File: src/rtl/tsc_pkg.sv
// Package with register map, field positions, reset values and modes of the timer trigger controller
// Functional notes
// [RULE1] Prescaler clock: master, input edge, internal trigger
// [RULE2] Mode 000: software control bits, update-generate self-clears
// [RULE3] Internal clock runs once counter enable set
// [RULE4] Mode 111 counts selected input edges
// [RULE5] Each external edge: count, flag, interrupt request
// [RULE6] Trigger sources: input one, two, internal
// [RULE7] Mode 110: trigger rising edge starts counter
// [RULE8] Standard trigger counts master clock, sets flag
// [RULE9] Trigger input resynchronised, fixed latency
// [RULE10] Mode 100: trigger reinitialises counter and prescaler
// [RULE11] Reset trigger makes update event if source low
// [RULE12] Reset trigger sets flag, requests interrupt
// [RULE13] Mode 101: count only while trigger active
// [RULE14] Gated mode halted while enable is zero
// [RULE15] Gated mode flags both start and stop
// [RULE16] Master drives trigger output for slave timers
// [RULE17] Compare write high first, shadow waits low
// [RULE18] Output mode reads return preload contents
// [RULE19] Input mode read-only, capture via shadow
// [RULE20] Capture preload frozen during two-byte read
// [RULE21] High byte read latches low byte
// [RULE22] Started counter runs until software stops
package tsc_pkg;
    localparam logic [7:0] TSC_CTRL_OFS = 8'h00;
    localparam logic [7:0] TSC_SMODE_OFS = 8'h04;
    localparam logic [7:0] TSC_IEN_OFS = 8'h08;
    localparam logic [7:0] TSC_STAT_OFS = 8'h0c;
    localparam logic [7:0] TSC_EVGEN_OFS = 8'h10;
    localparam logic [7:0] TSC_CNTH_OFS = 8'h14;
    localparam logic [7:0] TSC_CNTL_OFS = 8'h18;
    localparam logic [7:0] TSC_PSC_OFS = 8'h1c;
    localparam logic [7:0] TSC_ARRH_OFS = 8'h20;
    localparam logic [7:0] TSC_ARRL_OFS = 8'h24;
    localparam logic [7:0] TSC_CCH_OFS = 8'h28;
    localparam logic [7:0] TSC_CCL_OFS = 8'h2c;
    localparam logic [7:0] TSC_CCMODE_OFS = 8'h30;
    // Control register fields
    localparam int TSC_CEN_BIT = 0;
    localparam int TSC_DIR_BIT = 1;
    localparam int TSC_URS_BIT = 2;
    localparam int TSC_ARPE_BIT = 3;
    // Slave mode register fields
    localparam int TSC_SMS_LSB = 0;
    localparam int TSC_TSEL_LSB = 4;
    localparam int TSC_EPOL_BIT = 6;
    localparam int TSC_MMS_BIT = 7;
    // Status, enable, event bits
    localparam int TSC_TIF_BIT = 0;
    localparam int TSC_UIF_BIT = 1;
    localparam int TSC_TIE_BIT = 0;
    localparam int TSC_UG_BIT = 0;
    localparam int TSC_CCIN_BIT = 0;
    localparam logic [15:0] TSC_ARR_RST = 16'hffff;
    localparam logic [15:0] TSC_ZERO16 = 16'h0000;
    localparam logic [3:0] TSC_PSC_RST = 4'h0;
    localparam logic [1:0] TSC_TSEL_IN1 = 2'h0;
    localparam logic [1:0] TSC_TSEL_IN2 = 2'h1;
    typedef enum logic [2:0] {
        TSC_SMS_OFF = 3'b000,
        TSC_SMS_RESET = 3'b100,
        TSC_SMS_GATED = 3'b101,
        TSC_SMS_TRIG = 3'b110,
        TSC_SMS_EXT1 = 3'b111
    } tsc_sms_t;
endpackage : tsc_pkg

File: src/rtl/tsc_top.sv
// Clock/trigger controller of the general timer with APB register access
`timescale 1ns/1ps
module tsc_top
(
    input wire logic pclk,
    input wire logic presetn,
    input wire logic psel,
    input wire logic penable,
    input wire logic pwrite,
    input wire logic [7:0] paddr,
    input wire logic [31:0] pwdata,
    output logic [31:0] prdata,
    output logic pready,
    output logic pslverr,
    input wire logic input_one,
    input wire logic input_two,
    input wire logic internal_trigger_input,
    output logic trigger_output,
    output logic trigger_irq,
    output logic compare_match
);
    logic [2:0] sync1_r, sync2_r, sms_r;
    logic [1:0] tsel_r;
    logic [3:0] psc_pre_r, psc_sh_r;
    logic [7:0] cnt_lat_r, wb;
    logic [15:0] cnt_r, psc_cnt_r, arr_pre_r, arr_sh_r, cc_pre_r, cc_sh_r, psc_lim;
    logic [31:0] prdata_r;
    logic trig_d_r, in1_d_r, pready_r, pslverr_r, cen_r, dir_r, urs_r, arpe_r, epol_r, mms_r, tie_r, tif_r;
    logic uif_r, ug_r, arr_lock_r, cc_lock_r, cc_in_r, cap_pend_r, cc_freeze_r, cnt_lat_vld_r, trigger_output_r, irq_r;
    logic match_r, trig, trig_rise, trig_fall, ext_edge, in1_rise, acc, wr, rd, running, psc_clk, cnt_tick;
    logic ovf, rst_trig, update_event, uev_flag, tif_set;

    assign acc = psel & penable & pready_r;
    assign wr = acc & pwrite;
    assign rd = acc & ~pwrite;
    assign wb = pwdata[7:0];

    // Every trigger source takes the same two stages, so latency is mode independent
    always_ff @(posedge pclk or negedge presetn)
    begin
        if (!presetn)
        begin
            sync1_r <= 3'h0;
            sync2_r <= 3'h0;
            trig_d_r <= 1'b0;
            in1_d_r <= 1'b0;
        end
        else
        begin
            sync1_r <= {internal_trigger_input, input_two, input_one}; // [RULE9]
            sync2_r <= sync1_r;
            trig_d_r <= trig;
            in1_d_r <= sync2_r[0];
        end
    end

    // Trigger source mux reads only second stage
    always_comb
    begin
        if (tsel_r == tsc_pkg::TSC_TSEL_IN1)
            trig = sync2_r[0]; // [RULE6]
        else if (tsel_r == tsc_pkg::TSC_TSEL_IN2)
            trig = sync2_r[1];
        else
            trig = sync2_r[2];
    end

    assign trig_rise = trig & ~trig_d_r;
    assign trig_fall = ~trig & trig_d_r;
    assign ext_edge = epol_r ? trig_fall : trig_rise;
    assign in1_rise = sync2_r[0] & ~in1_d_r;

    // Gated mode runs only while the gate is open; every other mode follows the enable
    assign running = (sms_r == tsc_pkg::TSC_SMS_GATED) ? cen_r & trig : cen_r; // [RULE3] [RULE13] [RULE14] [RULE22]
    assign psc_clk = (sms_r == tsc_pkg::TSC_SMS_EXT1) ? cen_r & ext_edge : running; // [RULE1] [RULE4] [RULE5]

    assign rst_trig = (sms_r == tsc_pkg::TSC_SMS_RESET) & trig_rise;
    assign psc_lim = 16'((17'h1 << psc_sh_r) - 17'h1);
    assign cnt_tick = psc_clk & (psc_cnt_r == psc_lim);
    assign ovf = cnt_tick & (cnt_r == arr_sh_r);
    assign update_event = ug_r | ovf | (rst_trig & ~urs_r); // [RULE11]
    assign uev_flag = ovf | ((ug_r | rst_trig) & ~urs_r);

    always_comb
    begin
        case (sms_r)
            tsc_pkg::TSC_SMS_EXT1: tif_set = cen_r & ext_edge; // [RULE5]
            tsc_pkg::TSC_SMS_TRIG: tif_set = trig_rise; // [RULE8]
            tsc_pkg::TSC_SMS_RESET: tif_set = trig_rise; // [RULE12]
            tsc_pkg::TSC_SMS_GATED: tif_set = cen_r & (trig_rise | trig_fall); // [RULE15]
            default: tif_set = 1'b0;
        endcase
    end

    // Control register; standard trigger mode sets the enable itself
    always_ff @(posedge pclk or negedge presetn)
    begin
        if (!presetn)
        begin
            cen_r <= 1'b0;
            dir_r <= 1'b0;
            urs_r <= 1'b0;
            arpe_r <= 1'b0;
        end
        else
        begin
            if (wr && paddr == tsc_pkg::TSC_CTRL_OFS)
            begin
                cen_r <= wb[tsc_pkg::TSC_CEN_BIT];
                dir_r <= wb[tsc_pkg::TSC_DIR_BIT];
                urs_r <= wb[tsc_pkg::TSC_URS_BIT];
                arpe_r <= wb[tsc_pkg::TSC_ARPE_BIT];
            end
            if (sms_r == tsc_pkg::TSC_SMS_TRIG && trig_rise)
                cen_r <= 1'b1; // [RULE7]
        end
    end

    always_ff @(posedge pclk or negedge presetn)
    begin
        if (!presetn)
        begin
            sms_r <= tsc_pkg::TSC_SMS_OFF;
            tsel_r <= tsc_pkg::TSC_TSEL_IN1;
            epol_r <= 1'b0;
            mms_r <= 1'b0;
            tie_r <= 1'b0;
            cc_in_r <= 1'b0;
        end
        else if (wr)
        begin
            if (paddr == tsc_pkg::TSC_SMODE_OFS)
            begin
                sms_r <= wb[tsc_pkg::TSC_SMS_LSB +: 3];
                tsel_r <= wb[tsc_pkg::TSC_TSEL_LSB +: 2];
                epol_r <= wb[tsc_pkg::TSC_EPOL_BIT];
                mms_r <= wb[tsc_pkg::TSC_MMS_BIT];
            end
            else if (paddr == tsc_pkg::TSC_IEN_OFS)
                tie_r <= wb[tsc_pkg::TSC_TIE_BIT];
            else if (paddr == tsc_pkg::TSC_CCMODE_OFS)
                cc_in_r <= wb[tsc_pkg::TSC_CCIN_BIT];
        end
    end

    // Flags: a hardware set wins over a software clear in the same cycle
    always_ff @(posedge pclk or negedge presetn)
    begin
        if (!presetn)
        begin
            tif_r <= 1'b0;
            uif_r <= 1'b0;
            ug_r <= 1'b0;
        end
        else
        begin
            if (wr && paddr == tsc_pkg::TSC_STAT_OFS)
            begin
                tif_r <= tif_r & wb[tsc_pkg::TSC_TIF_BIT];
                uif_r <= uif_r & wb[tsc_pkg::TSC_UIF_BIT];
            end
            if (tif_set)
                tif_r <= 1'b1; // [RULE5] [RULE12]
            if (uev_flag)
                uif_r <= 1'b1;
            ug_r <= wr && paddr == tsc_pkg::TSC_EVGEN_OFS && wb[tsc_pkg::TSC_UG_BIT]; // [RULE2]
        end
    end

    // Counter and prescaler
    always_ff @(posedge pclk or negedge presetn)
    begin
        if (!presetn)
        begin
            cnt_r <= tsc_pkg::TSC_ZERO16;
            psc_cnt_r <= tsc_pkg::TSC_ZERO16;
        end
        else if (rst_trig || ug_r)
        begin
            cnt_r <= tsc_pkg::TSC_ZERO16; // [RULE10]
            psc_cnt_r <= tsc_pkg::TSC_ZERO16;
        end
        else if (wr && paddr == tsc_pkg::TSC_CNTH_OFS)
            cnt_r[15:8] <= wb;
        else if (wr && paddr == tsc_pkg::TSC_CNTL_OFS)
            cnt_r[7:0] <= wb;
        else if (psc_clk)
        begin
            psc_cnt_r <= cnt_tick ? tsc_pkg::TSC_ZERO16 : psc_cnt_r + 16'h1;
            if (cnt_tick)
                cnt_r <= ovf ? tsc_pkg::TSC_ZERO16 : cnt_r + 16'h1;
        end
    end

    // Preload and shadow registers; high byte write locks the shadow
    always_ff @(posedge pclk or negedge presetn)
    begin
        if (!presetn)
        begin
            psc_pre_r <= tsc_pkg::TSC_PSC_RST;
            psc_sh_r <= tsc_pkg::TSC_PSC_RST;
            arr_pre_r <= tsc_pkg::TSC_ARR_RST;
            arr_sh_r <= tsc_pkg::TSC_ARR_RST;
            arr_lock_r <= 1'b0;
        end
        else
        begin
            if (wr && paddr == tsc_pkg::TSC_PSC_OFS)
                psc_pre_r <= wb[3:0];
            if (wr && paddr == tsc_pkg::TSC_ARRH_OFS)
            begin
                arr_pre_r[15:8] <= wb;
                arr_lock_r <= 1'b1;
            end
            else if (wr && paddr == tsc_pkg::TSC_ARRL_OFS)
            begin
                arr_pre_r[7:0] <= wb;
                arr_lock_r <= 1'b0;
                if (!arpe_r)
                    arr_sh_r <= {arr_pre_r[15:8], wb};
            end
            if (update_event)
            begin
                psc_sh_r <= psc_pre_r;
                if (!arr_lock_r)
                    arr_sh_r <= arr_pre_r;
            end
        end
    end

    // Compare/capture value; output mode writes, input mode captures
    always_ff @(posedge pclk or negedge presetn)
    begin
        if (!presetn)
        begin
            cc_pre_r <= tsc_pkg::TSC_ZERO16;
            cc_sh_r <= tsc_pkg::TSC_ZERO16;
            cc_lock_r <= 1'b0;
            cap_pend_r <= 1'b0;
            cc_freeze_r <= 1'b0;
        end
        else if (!cc_in_r)
        begin
            cap_pend_r <= 1'b0;
            cc_freeze_r <= 1'b0;
            if (wr && paddr == tsc_pkg::TSC_CCH_OFS)
            begin
                cc_pre_r[15:8] <= wb; // [RULE17]
                cc_lock_r <= 1'b1;
            end
            else if (wr && paddr == tsc_pkg::TSC_CCL_OFS)
            begin
                cc_pre_r[7:0] <= wb;
                cc_lock_r <= 1'b0;
            end
            if (update_event && !cc_lock_r)
                cc_sh_r <= cc_pre_r; // [RULE17]
        end
        else
        begin
            cc_lock_r <= 1'b0;
            if (rd && paddr == tsc_pkg::TSC_CCH_OFS)
                cc_freeze_r <= 1'b1; // [RULE20]
            else if (rd && paddr == tsc_pkg::TSC_CCL_OFS)
                cc_freeze_r <= 1'b0;
            if (in1_rise)
            begin
                cc_sh_r <= cnt_r; // [RULE19]
                cap_pend_r <= 1'b1;
            end
            else if (cap_pend_r && !cc_freeze_r)
            begin
                cc_pre_r <= cc_sh_r; // [RULE19] [RULE20]
                cap_pend_r <= 1'b0;
            end
        end
    end

    // Counter low byte latched when its high byte is read
    always_ff @(posedge pclk or negedge presetn)
    begin
        if (!presetn)
        begin
            cnt_lat_r <= 8'h00;
            cnt_lat_vld_r <= 1'b0;
        end
        else if (rd && paddr == tsc_pkg::TSC_CNTH_OFS)
        begin
            cnt_lat_r <= cnt_r[7:0]; // [RULE21]
            cnt_lat_vld_r <= 1'b1;
        end
        else if (rd && paddr == tsc_pkg::TSC_CNTL_OFS)
            cnt_lat_vld_r <= 1'b0;
    end

    // Trigger output, interrupt and compare outputs
    always_ff @(posedge pclk or negedge presetn)
    begin
        if (!presetn)
        begin
            trigger_output_r <= 1'b0;
            irq_r <= 1'b0;
            match_r <= 1'b0;
        end
        else
        begin
            trigger_output_r <= mms_r ? running : update_event; // [RULE16]
            irq_r <= (tif_r | tif_set) & tie_r; // [RULE5] [RULE12]
            match_r <= ~cc_in_r & cnt_tick & (cnt_r == cc_sh_r);
        end
    end

    // APB: no wait state, answer in the cycle after setup
    always_ff @(posedge pclk or negedge presetn)
    begin
        if (!presetn)
        begin
            pready_r <= 1'b0;
            pslverr_r <= 1'b0;
            prdata_r <= 32'h0000_0000;
        end
        else
        begin
            pready_r <= psel & ~penable & ~pready_r;
            pslverr_r <= 1'b0;
            if (psel && !penable && !pready_r)
            begin
                prdata_r <= 32'h0000_0000;
                if (paddr == tsc_pkg::TSC_CTRL_OFS)
                    prdata_r[3:0] <= {arpe_r, urs_r, dir_r, cen_r};
                else if (paddr == tsc_pkg::TSC_SMODE_OFS)
                    prdata_r[7:0] <= {mms_r, epol_r, tsel_r, 1'b0, sms_r};
                else if (paddr == tsc_pkg::TSC_IEN_OFS)
                    prdata_r[0] <= tie_r;
                else if (paddr == tsc_pkg::TSC_STAT_OFS)
                    prdata_r[1:0] <= {uif_r, tif_r};
                else if (paddr == tsc_pkg::TSC_EVGEN_OFS)
                    prdata_r[0] <= 1'b0;
                else if (paddr == tsc_pkg::TSC_CNTH_OFS)
                    prdata_r[7:0] <= cnt_r[15:8];
                else if (paddr == tsc_pkg::TSC_CNTL_OFS)
                    prdata_r[7:0] <= cnt_lat_vld_r ? cnt_lat_r : cnt_r[7:0]; // [RULE21]
                else if (paddr == tsc_pkg::TSC_PSC_OFS)
                    prdata_r[3:0] <= psc_pre_r;
                else if (paddr == tsc_pkg::TSC_ARRH_OFS)
                    prdata_r[7:0] <= arr_pre_r[15:8];
                else if (paddr == tsc_pkg::TSC_ARRL_OFS)
                    prdata_r[7:0] <= arr_pre_r[7:0];
                else if (paddr == tsc_pkg::TSC_CCH_OFS)
                    prdata_r[7:0] <= cc_pre_r[15:8]; // [RULE18]
                else if (paddr == tsc_pkg::TSC_CCL_OFS)
                    prdata_r[7:0] <= cc_pre_r[7:0];
                else if (paddr == tsc_pkg::TSC_CCMODE_OFS)
                    prdata_r[0] <= cc_in_r;
                else
                    pslverr_r <= 1'b1;
            end
        end
    end

    assign prdata = prdata_r;
    assign pready = pready_r;
    assign pslverr = pslverr_r;
    assign trigger_output = trigger_output_r;
    assign trigger_irq = irq_r;
    assign compare_match = match_r;
endmodule : tsc_top

File: config.mk
export PLATFORM = sky130hd
export DESIGN_NAME = tsc_top
export DESIGN_NICKNAME = d
export VERILOG_FILES = /design/src/rtl/tsc_pkg.sv /design/src/rtl/tsc_top.sv
export SDC_FILE = /design/constraint.sdc
export NUM_CORES = 1
export LEC_CHECK = 0
export BUFFER_PORTS_ARGS = -buffer_cell sky130_fd_sc_hd__buf_2
export CAP_MARGIN = 20
export CORE_ASPECT_RATIO = 1.75
export CORE_MARGIN = 4
export CORE_UTILIZATION = 56
export CTS_BUF_LIST = sky130_fd_sc_hd__clkbuf_8
export CTS_CLUSTER_DIAMETER = 80
export DETAILED_ROUTE_END_ITERATION = 16
export GPL_ROUTABILITY_DRIVEN = 1
export GPL_TIMING_DRIVEN = 0
export PLACE_DENSITY = 0.79
export SLEW_MARGIN = 20
export SYNTH_ARGS = -nofsm -noshare
export SYNTH_HDL_FRONTEND = slang
export SYNTH_SLANG_ARGS = --single-unit
File: constraint.sdc
create_clock -name pclk -period 3.3 [get_ports pclk]
set_input_delay 0.495 -clock pclk [delete_from_list [all_inputs] [get_ports pclk]]
set_output_delay 0.495 -clock pclk [all_outputs]
set_load 0.02 [all_outputs]
-- Word-level counts from Yosys, hierarchy flattened
Cells that the tools add are included.
- $add $sub $neg: 3
- multipliers: 0
- divide/modulo/power cells: 0
- $lt $le $gt $ge: 0
- equality and inequality tests: 29
- shifts and indexed selects: 1
- mux-type cells: 102
- bitwise operators: 39
- reduce and logical (&&, ||, !) cells: 52
- operators by type and width (kind ; count):
    two-way mux 16 bit ; 20
    two-way mux 8 bit ; 29
    equality test 16 bit ; 3
    two-way mux 1 bit ; 43
    equality test 8 x 6 -> 1 bit, second input constant ; 5
    adder 16 x 1 -> 16 bit, second input constant ; 2
    equality test 8 x 5 -> 1 bit, second input constant ; 4
    AND 1 bit ; 22
    two-way mux 7 bit ; 3
    logical AND 1 bit ; 20
    nonzero test 2 bit ; 9
    equality test 8 x 4 -> 1 bit, second input constant ; 2
    two-way mux 4 bit ; 4
    left shift 1 x 4 -> 16 bit, first input constant ; 1
    subtractor 16 x 1 -> 16 bit, second input constant ; 1
    AND reduction 3 bit ; 5
    nonzero test 3 bit ; 5
    equality test 3 bit, second input constant ; 4
    NOT 1 bit ; 11
    equality test 8 x 3 -> 1 bit, second input constant ; 1
    logical NOT 8 bit ; 1
    != test 2 bit, second input constant ; 4
    AND reduction 4 bit ; 2
    two-way mux 6 bit ; 1
    other kinds (12) ; 24
- flip-flop bits (word level): 154
- bits in latches: 0
- memory bits (writable): 0
- ROM bits: 0
- input bits: 48
- output and inout port bits: 37
- logic and storage cells: 266
- memories: 0

-- Depth between registers and ports, before layout
Gate-level depths: netlist of the first run.
- depth in word-level cells: 29
- mapped depth: 17

-- Least setup slack after synthesis of the first run
No wires, ideal clock.
- path type: register to register
- start: register psc_sh_r[3]
- end: register arr_sh_r[10]
- setup time: 0.082 ns
- data arrival time: 3.207 ns
- data required time: 3.218 ns
- slack: 0.011 ns
- stages on the path, launching flop included: 15
- buffers on the path: 3
- period minus slack after synthesis: 3.289 ns
- cell sequence: dfrtp_1 -> buf_6 -> nor3_1 -> nand2_1 -> ha_1 -> buf_2 -> nand2_1 -> nor3_1 -> or3_4 -> a2111oi_4 -> nand4_4 -> a31o_1 -> buf_6 -> o21ai_4 -> mux2_4
- longest elaborated chain between the ends: 8
- RTL lines (element ; RTL line ; RTL):
    start: declaration ; tsc_top.sv:24 ; logic [3:0] psc_pre_r, psc_sh_r;
    start signal: assignment ; tsc_top.sv:201 ; psc_sh_r <= tsc_pkg::TSC_PSC_RST;
    start signal: assignment ; tsc_top.sv:224 ; psc_sh_r <= psc_pre_r;
    left shift 1 x 4 -> 16 bit ; tsc_top.sv:78 ; assign psc_lim = 16'((17'h1 << psc_sh_r) - 17'h1);
    subtractor 16 x 1 -> 16 bit ; tsc_top.sv:78 ;
    equality test 16 bit ; tsc_top.sv:79 ; assign cnt_tick = psc_clk & (psc_cnt_r == psc_lim);
    AND 1 bit ; tsc_top.sv:79 ;
    AND 1 bit ; tsc_top.sv:80 ; assign ovf = cnt_tick & (cnt_r == arr_sh_r);
    OR 1 bit (2 in a row) ; tsc_top.sv:81 ; assign update_event = ug_r | ovf | (rst_trig & ~urs_r);
    two-way mux 16 bit ; tsc_top.sv:222 ; if (update_event)
    end signal: assignment ; tsc_top.sv:203 ; arr_sh_r <= tsc_pkg::TSC_ARR_RST;
    end signal: assignment ; tsc_top.sv:220 ; arr_sh_r <= {arr_pre_r[15:8], wb};
    end signal: assignment ; tsc_top.sv:226 ; arr_sh_r <= arr_pre_r;
    end: declaration ; tsc_top.sv:26 ; logic [15:0] cnt_r, psc_cnt_r, arr_pre_r, arr_sh_r, cc_pre_r, cc_sh_r, psc_lim;
No other way between the ends.
A chain may end at the register's enable or synchronous reset.

-- Worst setup path after layout of the first run
- start: register cnt_r[13]
- end: register arr_sh_r[10]
- longest elaborated chain between the ends: 5
- RTL lines (element ; RTL line ; RTL):
    start: declaration ; tsc_top.sv:26 ;
    start signal: assignment ; tsc_top.sv:175 ; cnt_r <= tsc_pkg::TSC_ZERO16;
    start signal: assignment ; tsc_top.sv:180 ; cnt_r <= tsc_pkg::TSC_ZERO16;
    start signal: assignment ; tsc_top.sv:184 ; cnt_r[15:8] <= wb;
    equality test 16 bit ; tsc_top.sv:80 ;
    AND 1 bit ; tsc_top.sv:80 ;
    OR 1 bit (2 in a row) ; tsc_top.sv:81 ;
    two-way mux 16 bit ; tsc_top.sv:222 ;
No other way between the ends.

==> flow_summary.toml, run 1 <==
[grt]
grt_pass1_vias = 8434
grt.met2_usage_pct = 56.7
busiest_layer = "met2"
grtUsageMet1_pct = 33.7
grt_max_degree = 83
grt_usage_pct = 32.2
grt_pass1_wl_mm = 46.3
met3_usage_pct = 5.46
overflow = 0
antenna_found_initial = 0

[worst_setup_path]
worst_ep_arrival_time_ns = 3.69
crit_fanout = 9
reg2reg_depth = 9
path_depth = 9
crit_family = "compound AO/OA/AOI/OAI gates"
path_cells = "clkbuf_1 -> xor2_1 -> nor4_1 -> nand4_1 -> a2111oi_4 -> nand4_4 -> a31o_4 -> o21ai_4 -> mux2_4"
worst_setup_path_start_kind = "register"
crit_type = "register to register"
cpMaxStageDelayCell = "clkbuf_1"
end_kind = "register"
slowest_delay_ns = 0.52
cp.required_ns = 3.69
path_buf_inv = 1

[job]
drv_cap = 0

[power]
clkPwrFrac_pct = 33.6
power_frac_comb_pct = 17.0
power_density_nw_per_um2 = 394
p_int_mw = 2.89
leakagePower_nw = 4.79
ir_worst_vdd_mv = 0.287
report.power.total_mw = 4.25
p_seq_share_pct = 49.4
switching_share_pct = 32.0
switchingPower_mw = 1.36

[route]
drt_first_pass_iters = 8
viasPerCell = 6.56
ant_nets = 0
vias = 8454
drt_iter0_drc = 747
wl_per_cell_um = 23.3
drt-total-wl_mm = 30.0
drc = 0

[clock_tree]
cts_root_buffer = "clkbuf_8"
numCtsBuffers = 17
htree_levels = 4
clkTransAtPathRegs_ns = 0.10
clk_latency_ns = 0.48
cts_sinks = 154
holdBufCountCts = 0
clk_path_buf_depth = 2
cts_tree = "built"

[sta]
finalCriticalPeriod_ns = 3.29
hold_violations = 10
setup-violations-final = 0
fin_ws_ns = 0.00902
finalCritPeriodShare_pct = 99.7
fmax_mhz = 304
whs_ns = -0.0272
tightest_slew_ns = 1.15
slew_headroom_pct = 23.0
tns_ns = 0
slew_viol_final = 0
rsz0062_at_grt = "yes"
skew_ns = 0.0169

[cells_and_area]
layout_commonest_cell = "dfrtp_1"
drive_gt1_share_pct = 25.8
nets = 1139
layout_common_cells = "dfrtp_1, nand2_1, a21oi_1"
synthToLayoutAreaGrowth_pct = 17.0
antenna_cells = 0

[logic_synthesis]
synth-edff-count = 0
ys_types = 87
ys_async_sr_fraction_pct = 100
yosysWarnings = 0
synth_ff_type = "dfrtp_1"
synth-seq-cells = 154
syn_area_sq_um = 9230
syn_inst = 986
yosysSeqAreaShare_pct = 42.2
avgSynthCellArea_sq_um = 9.36

[outcome]
violations = "hold timing"
status = "complete, but fails checks"

[placed_design]
dp_hpwl_mm = 21.6
io_buffer_count = 33
place_ws_ns = -0.910
place_congestion = 0.983

[min_path]
hp-class = "primary input to asynchronous set/reset pin"

[die]
initial_utilization_pct = 57.6
fp.dieArea_sq_um = 18700
placementRows = 61
die_h_um = 178
die_w_um = 105
boundaryPins = 85
coreArea_sq_um = 16000
[power groups by stage]
stage	Clock [mW]	Sequential, mW	Combinational (mW)
floorplan	0	2.11	0.412
global placement	0	2.13	0.607
detailed placement	0	2.13	0.622
CTS	1.42	2.09	0.661
global route	1.50	2.11	0.790
finish	1.43	2.10	0.724
[synth_stat cells (6+ instances only)]
master | count | share of area [%]
xnor2_1 | 9 | 0.85
o21ai_0 | 56 | 3.0
a21oi_1 | 81 | 4.4
nor2b_1 | 17 | 1.2
mux2_2 | 47 | 5.7
and2_1 | 6 | 0.41
a22oi_1 | 12 | 0.98
clkbuf_1 | 50 | 2.0
inv_1 | 15 | 0.61
nand3_1 | 42 | 2.3
nand2_1 | 89 | 3.6
a221oi_1 | 10 | 0.95
dfstp_2 | 32 | 9.1
nor3_1 | 17 | 0.92
nand2b_1 | 6 | 0.41
xor2_1 | 37 | 3.5
a211oi_1 | 6 | 0.49
a31oi_1 | 8 | 0.54
dfrtp_1 | 122 | 33
buf_2 | 13 | 0.71
nand4_1 | 13 | 0.88
or3_1 | 8 | 0.54
mux2_4 | 8 | 1.3
o21ai_1 | 6 | 0.33
buf_4 | 25 | 2.0
nor4_1 | 14 | 0.95
a21o_1 | 10 | 0.81
nor2_1 | 70 | 2.8
and3_1 | 19 | 1.3
mux2i_1 | 38 | 4.1
[worst register-to-register path, delay by kind of cell (launching register included)]
kind,cells,cell delay (ns)
and+or+nand+nor,3,0.86
muxes,1,0.34
xor gates and xnor gates,1,0.19
DFF,1,0.33
AOI/OAI and AO/OA,3,0.97
buffers and inverters,1,0.52
[metrics by stage]
step                area [sq um]  hold slack, ns  std cells  utilization [%]
floorplan                   9310           0.199       1009                -
global placement            9710           0.332       1231             60.6
detailed placement          9760           0.344       1232             60.9
CTS                        10500          0.0303       1279             65.7
global route               10800          0.0399       1288             67.3
finish                     10800         -0.0272       1288             67.3
[final cells by class]
class                   count  area (sq um)
fillers                  1319          5240
multi-input cells         745          5220
flip-flops and latches    154          3890
plain buffers              87           533
repair buffers             64           465
well taps                 189           236
clock buffers              17           234
clock inverters            15           138
inverters                  17          63.8
[final timing paths]
check                           startpoint             end  slack, ns
worst max-delay path             cnt_r[13]    arr_sh_r[10]      0.009
worst min-delay path               presetn  trigger_output      -0.03
worst max register to register   cnt_r[13]    arr_sh_r[10]      0.009
worst min register to register  sync1_r[2]      sync2_r[2]       0.36
max in group asynchronous          presetn    arr_sh_r[12]       2.47
min in group pclk                input_two      sync1_r[1]       0.12
[metal layers]
metal | wire [um] | share of wire, %
met5 | 0 | 0
met2 | 15300 | 51
met1 | 10100 | 34
met3 | 1900 | 6.3
met4 | 2760 | 9.2
[kinds of logic after synthesis]
family / share of synthesized area [%]
and+or+nand+nor: 18.6
AOI/OAI and AO/OA: 16.9
DFF: 42.2
buffers and inverters: 5.91
muxes: 11.3
xor gates and xnor gates: 4.37
adders and majority gates: 0.678
other: 0.0406
[timing repair]
action                     4_1_cts  5_1_grt
pin swaps                       17       24
gates resized for setup         57       52
setup endpoints to repair       71       68
setup buffers                   16       13
cloned                           1        0
[registers in the layout, summed over array words and instances, names as in the netlist, 2 cells and up]
signal	count
arr_pre_r	16
arr_sh_r	16
cc_pre_r	16
cc_sh_r	16
cnt_r	16
psc_cnt_r	16
cnt_lat_r	8
prdata	8
psc_pre_r	4
psc_sh_r	4
sms_r	3
sync1_r	3
sync2_r	3
tsel_r	2
Power figures use the tool's default switching activity.
==> run 2, diff against run 1 <==
--- a/config.mk
+++ b/config.mk
@@ -7,15 +7,18 @@
 export LEC_CHECK = 0
 export BUFFER_PORTS_ARGS = -buffer_cell sky130_fd_sc_hd__buf_2
 export CAP_MARGIN = 20
+export CELL_PAD_IN_SITES_DETAIL_PLACEMENT = 1
+export CELL_PAD_IN_SITES_GLOBAL_PLACEMENT = 1
 export CORE_ASPECT_RATIO = 1.75
 export CORE_MARGIN = 4
-export CORE_UTILIZATION = 56
+export CORE_UTILIZATION = 43
 export CTS_BUF_LIST = sky130_fd_sc_hd__clkbuf_8
 export CTS_CLUSTER_DIAMETER = 80
 export DETAILED_ROUTE_END_ITERATION = 16
 export GPL_ROUTABILITY_DRIVEN = 1
 export GPL_TIMING_DRIVEN = 0
-export PLACE_DENSITY = 0.79
+export PLACE_DENSITY_LB_ADDON = 0.1
+export RECOVER_POWER = 100
 export SLEW_MARGIN = 20
 export SYNTH_ARGS = -nofsm -noshare
 export SYNTH_HDL_FRONTEND = slang
==> flow_summary.toml, run 2 (synthesis gave the netlist of run 1 again) <==
[sta]
rsz0062_at_grt = "yes"
fmax_mhz = 299
finalCriticalPeriod_ns = 3.34
hold_violations = 0
fin_ws_ns = -0.0397
whs_ns = 0.120
skew_ns = 0.0160
finalCritPeriodShare_pct = 101
slew_headroom_pct = -14.1
slew_viol_final = 64
tightest_slew_ns = 1.71
setup-violations-final = 10

[die]
fp.dieArea_sq_um = 24000
boundaryPins = 85
die_w_um = 119
coreArea_sq_um = 21000
die_h_um = 202
initial_utilization_pct = 43.9
placementRows = 70

[route]
ant_nets = 0
drt_iter0_drc = 474
met2_length_mm = 18.1
wl_per_cell_um = 24.6
viasPerCell = 6.04
vias = 8111
drt-met1-wl_mm = 12.0
drc = 0
routed-wl-met3_um = 877
drt-total-wl_mm = 33.0
top_layer_used = "met4"
drt_first_pass_iters = 5

[worst_setup_path]
cp-startpoint = "psc_sh_r[0]"
end_kind = "register"
crit_fanout = 8
r2r-start = "psc_sh_r[0]"
path_cells = "buf_6 -> buf_8 -> nor2_4 -> nand2_2 -> ha_4 -> or3b_4 -> a21oi_4 -> or3_4 -> a2111oi_4 -> nand4_4 -> a31o_2 -> o21ai_4 -> mux2_4"
crit_family = "simple AND/OR/NAND/NOR gates"
path_buf_inv = 2
worst_setup_path_start_kind = "register"
slowest_delay_ns = 0.43
worst_ep_arrival_time_ns = 3.74
crit_type = "register to register"
cpMaxStageDelayCell = "or3_4"
cp.required_ns = 3.70

[grt]
antenna_found_initial = 0
grt_pass1_vias = 8636
grt_usage_pct = 27.9
grt_max_degree = 93
overflow = 0
grt_pass1_wl_mm = 51.2

[clock_tree]
numCtsBuffers = 17
clkTransAtPathRegs_ns = 0.09
clk_path_buf_depth = 2
cts_tree = "built"
htree_levels = 4
cts_sinks = 154
clk_latency_ns = 0.47
cts_root_buffer = "clkbuf_8"

[cells_and_area]
synthToLayoutAreaGrowth_pct = 15.5
n_fill_cell = 2427
layout_common_cells = "dfrtp_1, nand2_1, a21oi_1"
antenna_cells = 0
layout_commonest_cell = "dfrtp_1"
drive_gt1_share_pct = 23.9
nets = 1130
finalInstanceArea_sq_um = 10700

[placed_design]
io_buffer_count = 33
place_congestion = 0.942
dp_hpwl_mm = 24.5
place_area_sq_um = 9830

[power]
power_density_nw_per_um2 = 390
report.power.total_mw = 4.16
leakagePower_nw = 4.63
ir_worst_vdd_mv = 0.336

[min_path]
worstHoldStart = "internal_trigger_input"
hp-class = "primary input to register"

[job]
drv_cap = 1

[outcome]
violations = "capacitance limit, slew limit, setup timing"
status = "complete, but fails checks"
[run 2: through the flow]
stage / std cells / setup WS (ns) / utilization (%) / setup TNS, ns
after CTS: 1336 / 0.00415 / 50.2 / 0
final: 1342 / -0.0397 / 50.7 / -0.291
after floorplan: 1009 / 0.0108 / - / 0
after detailed placement: 1295 / -0.870 / 46.8 / -51.25
after global routing: 1342 / -0.155 / 50.7 / -8.15
after global placement: 1294 / -0.884 / 46.6 / -134.77
[run 2: worst reg2reg max path, delay by kind of cell, from the launching register on]
kind / cells / cell delay [ns]
muxes: 1 / 0.35
and+or+nand+nor: 5 / 1.06
adders and majority gates: 1 / 0.17
DFF: 1 / 0.40
AOI/OAI and AO/OA: 4 / 1.04
buffers and inverters: 2 / 0.25
[run 2: final cells by class]
class / count / area [sq um] / share of cell area, %
sequential: 154 / 3900 / 36.6
tap: 252 / 315 / 2.96
clock inverter: 15 / 129 / 1.21
inverter: 17 / 63.8 / 0.599
clock buffer: 17 / 234 / 2.20
buffer: 83 / 512 / 4.80
timing repair buffer: 59 / 355 / 3.33
multi-input combinational: 745 / 5150 / 48.3
[run 2: path summary, 6_finish.rpt]
kind / slack (ns) / cells past startpoint / to
worst max register to register: -0.04 / 13 / arr_sh_r[9]
max in group asynchronous: 0.34 / 3 / cnt_r[15]
worst max-delay path: -0.04 / 13 / arr_sh_r[9]
worst min register to register: 0.35 / 0 / sync2_r[1]
worst min-delay path: 0.12 / 1 / sync1_r[2]
min in group asynchronous: 0.97 / 2 / trigger_output
[run 2: report_power, final]
part | internal (mW) | total [mW] | switching, mW | leakage, nW
clock network | 0.591 | 1.37 | 0.783 | 0.171
registers | 1.99 | 2.10 | 0.108 | 1.92
logic | 0.259 | 0.686 | 0.427 | 2.54
total | 2.84 | 4.16 | 1.32 | 4.63
[run 2: timing repair]
action / in CTS / in global routing
setup endpoints to repair: 71 / 64
pin swaps: 17 / 12
gates resized for setup: 59 / 46
buffers inserted: 16 / 7
hold buffers: 1 / 0
hold endpoints to repair: 54 / 0
[run 2: routing by layer]
| layer | global-route usage [%] | vias up |
|---|---|---|
| met2 | 52.2 | 196 |
| met4 | 15.7 | 0 |
| met3 | 3.91 | 88 |
| li1 | - | 3687 |
| met5 | 0 | - |
| met1 | 29.5 | 4140 |
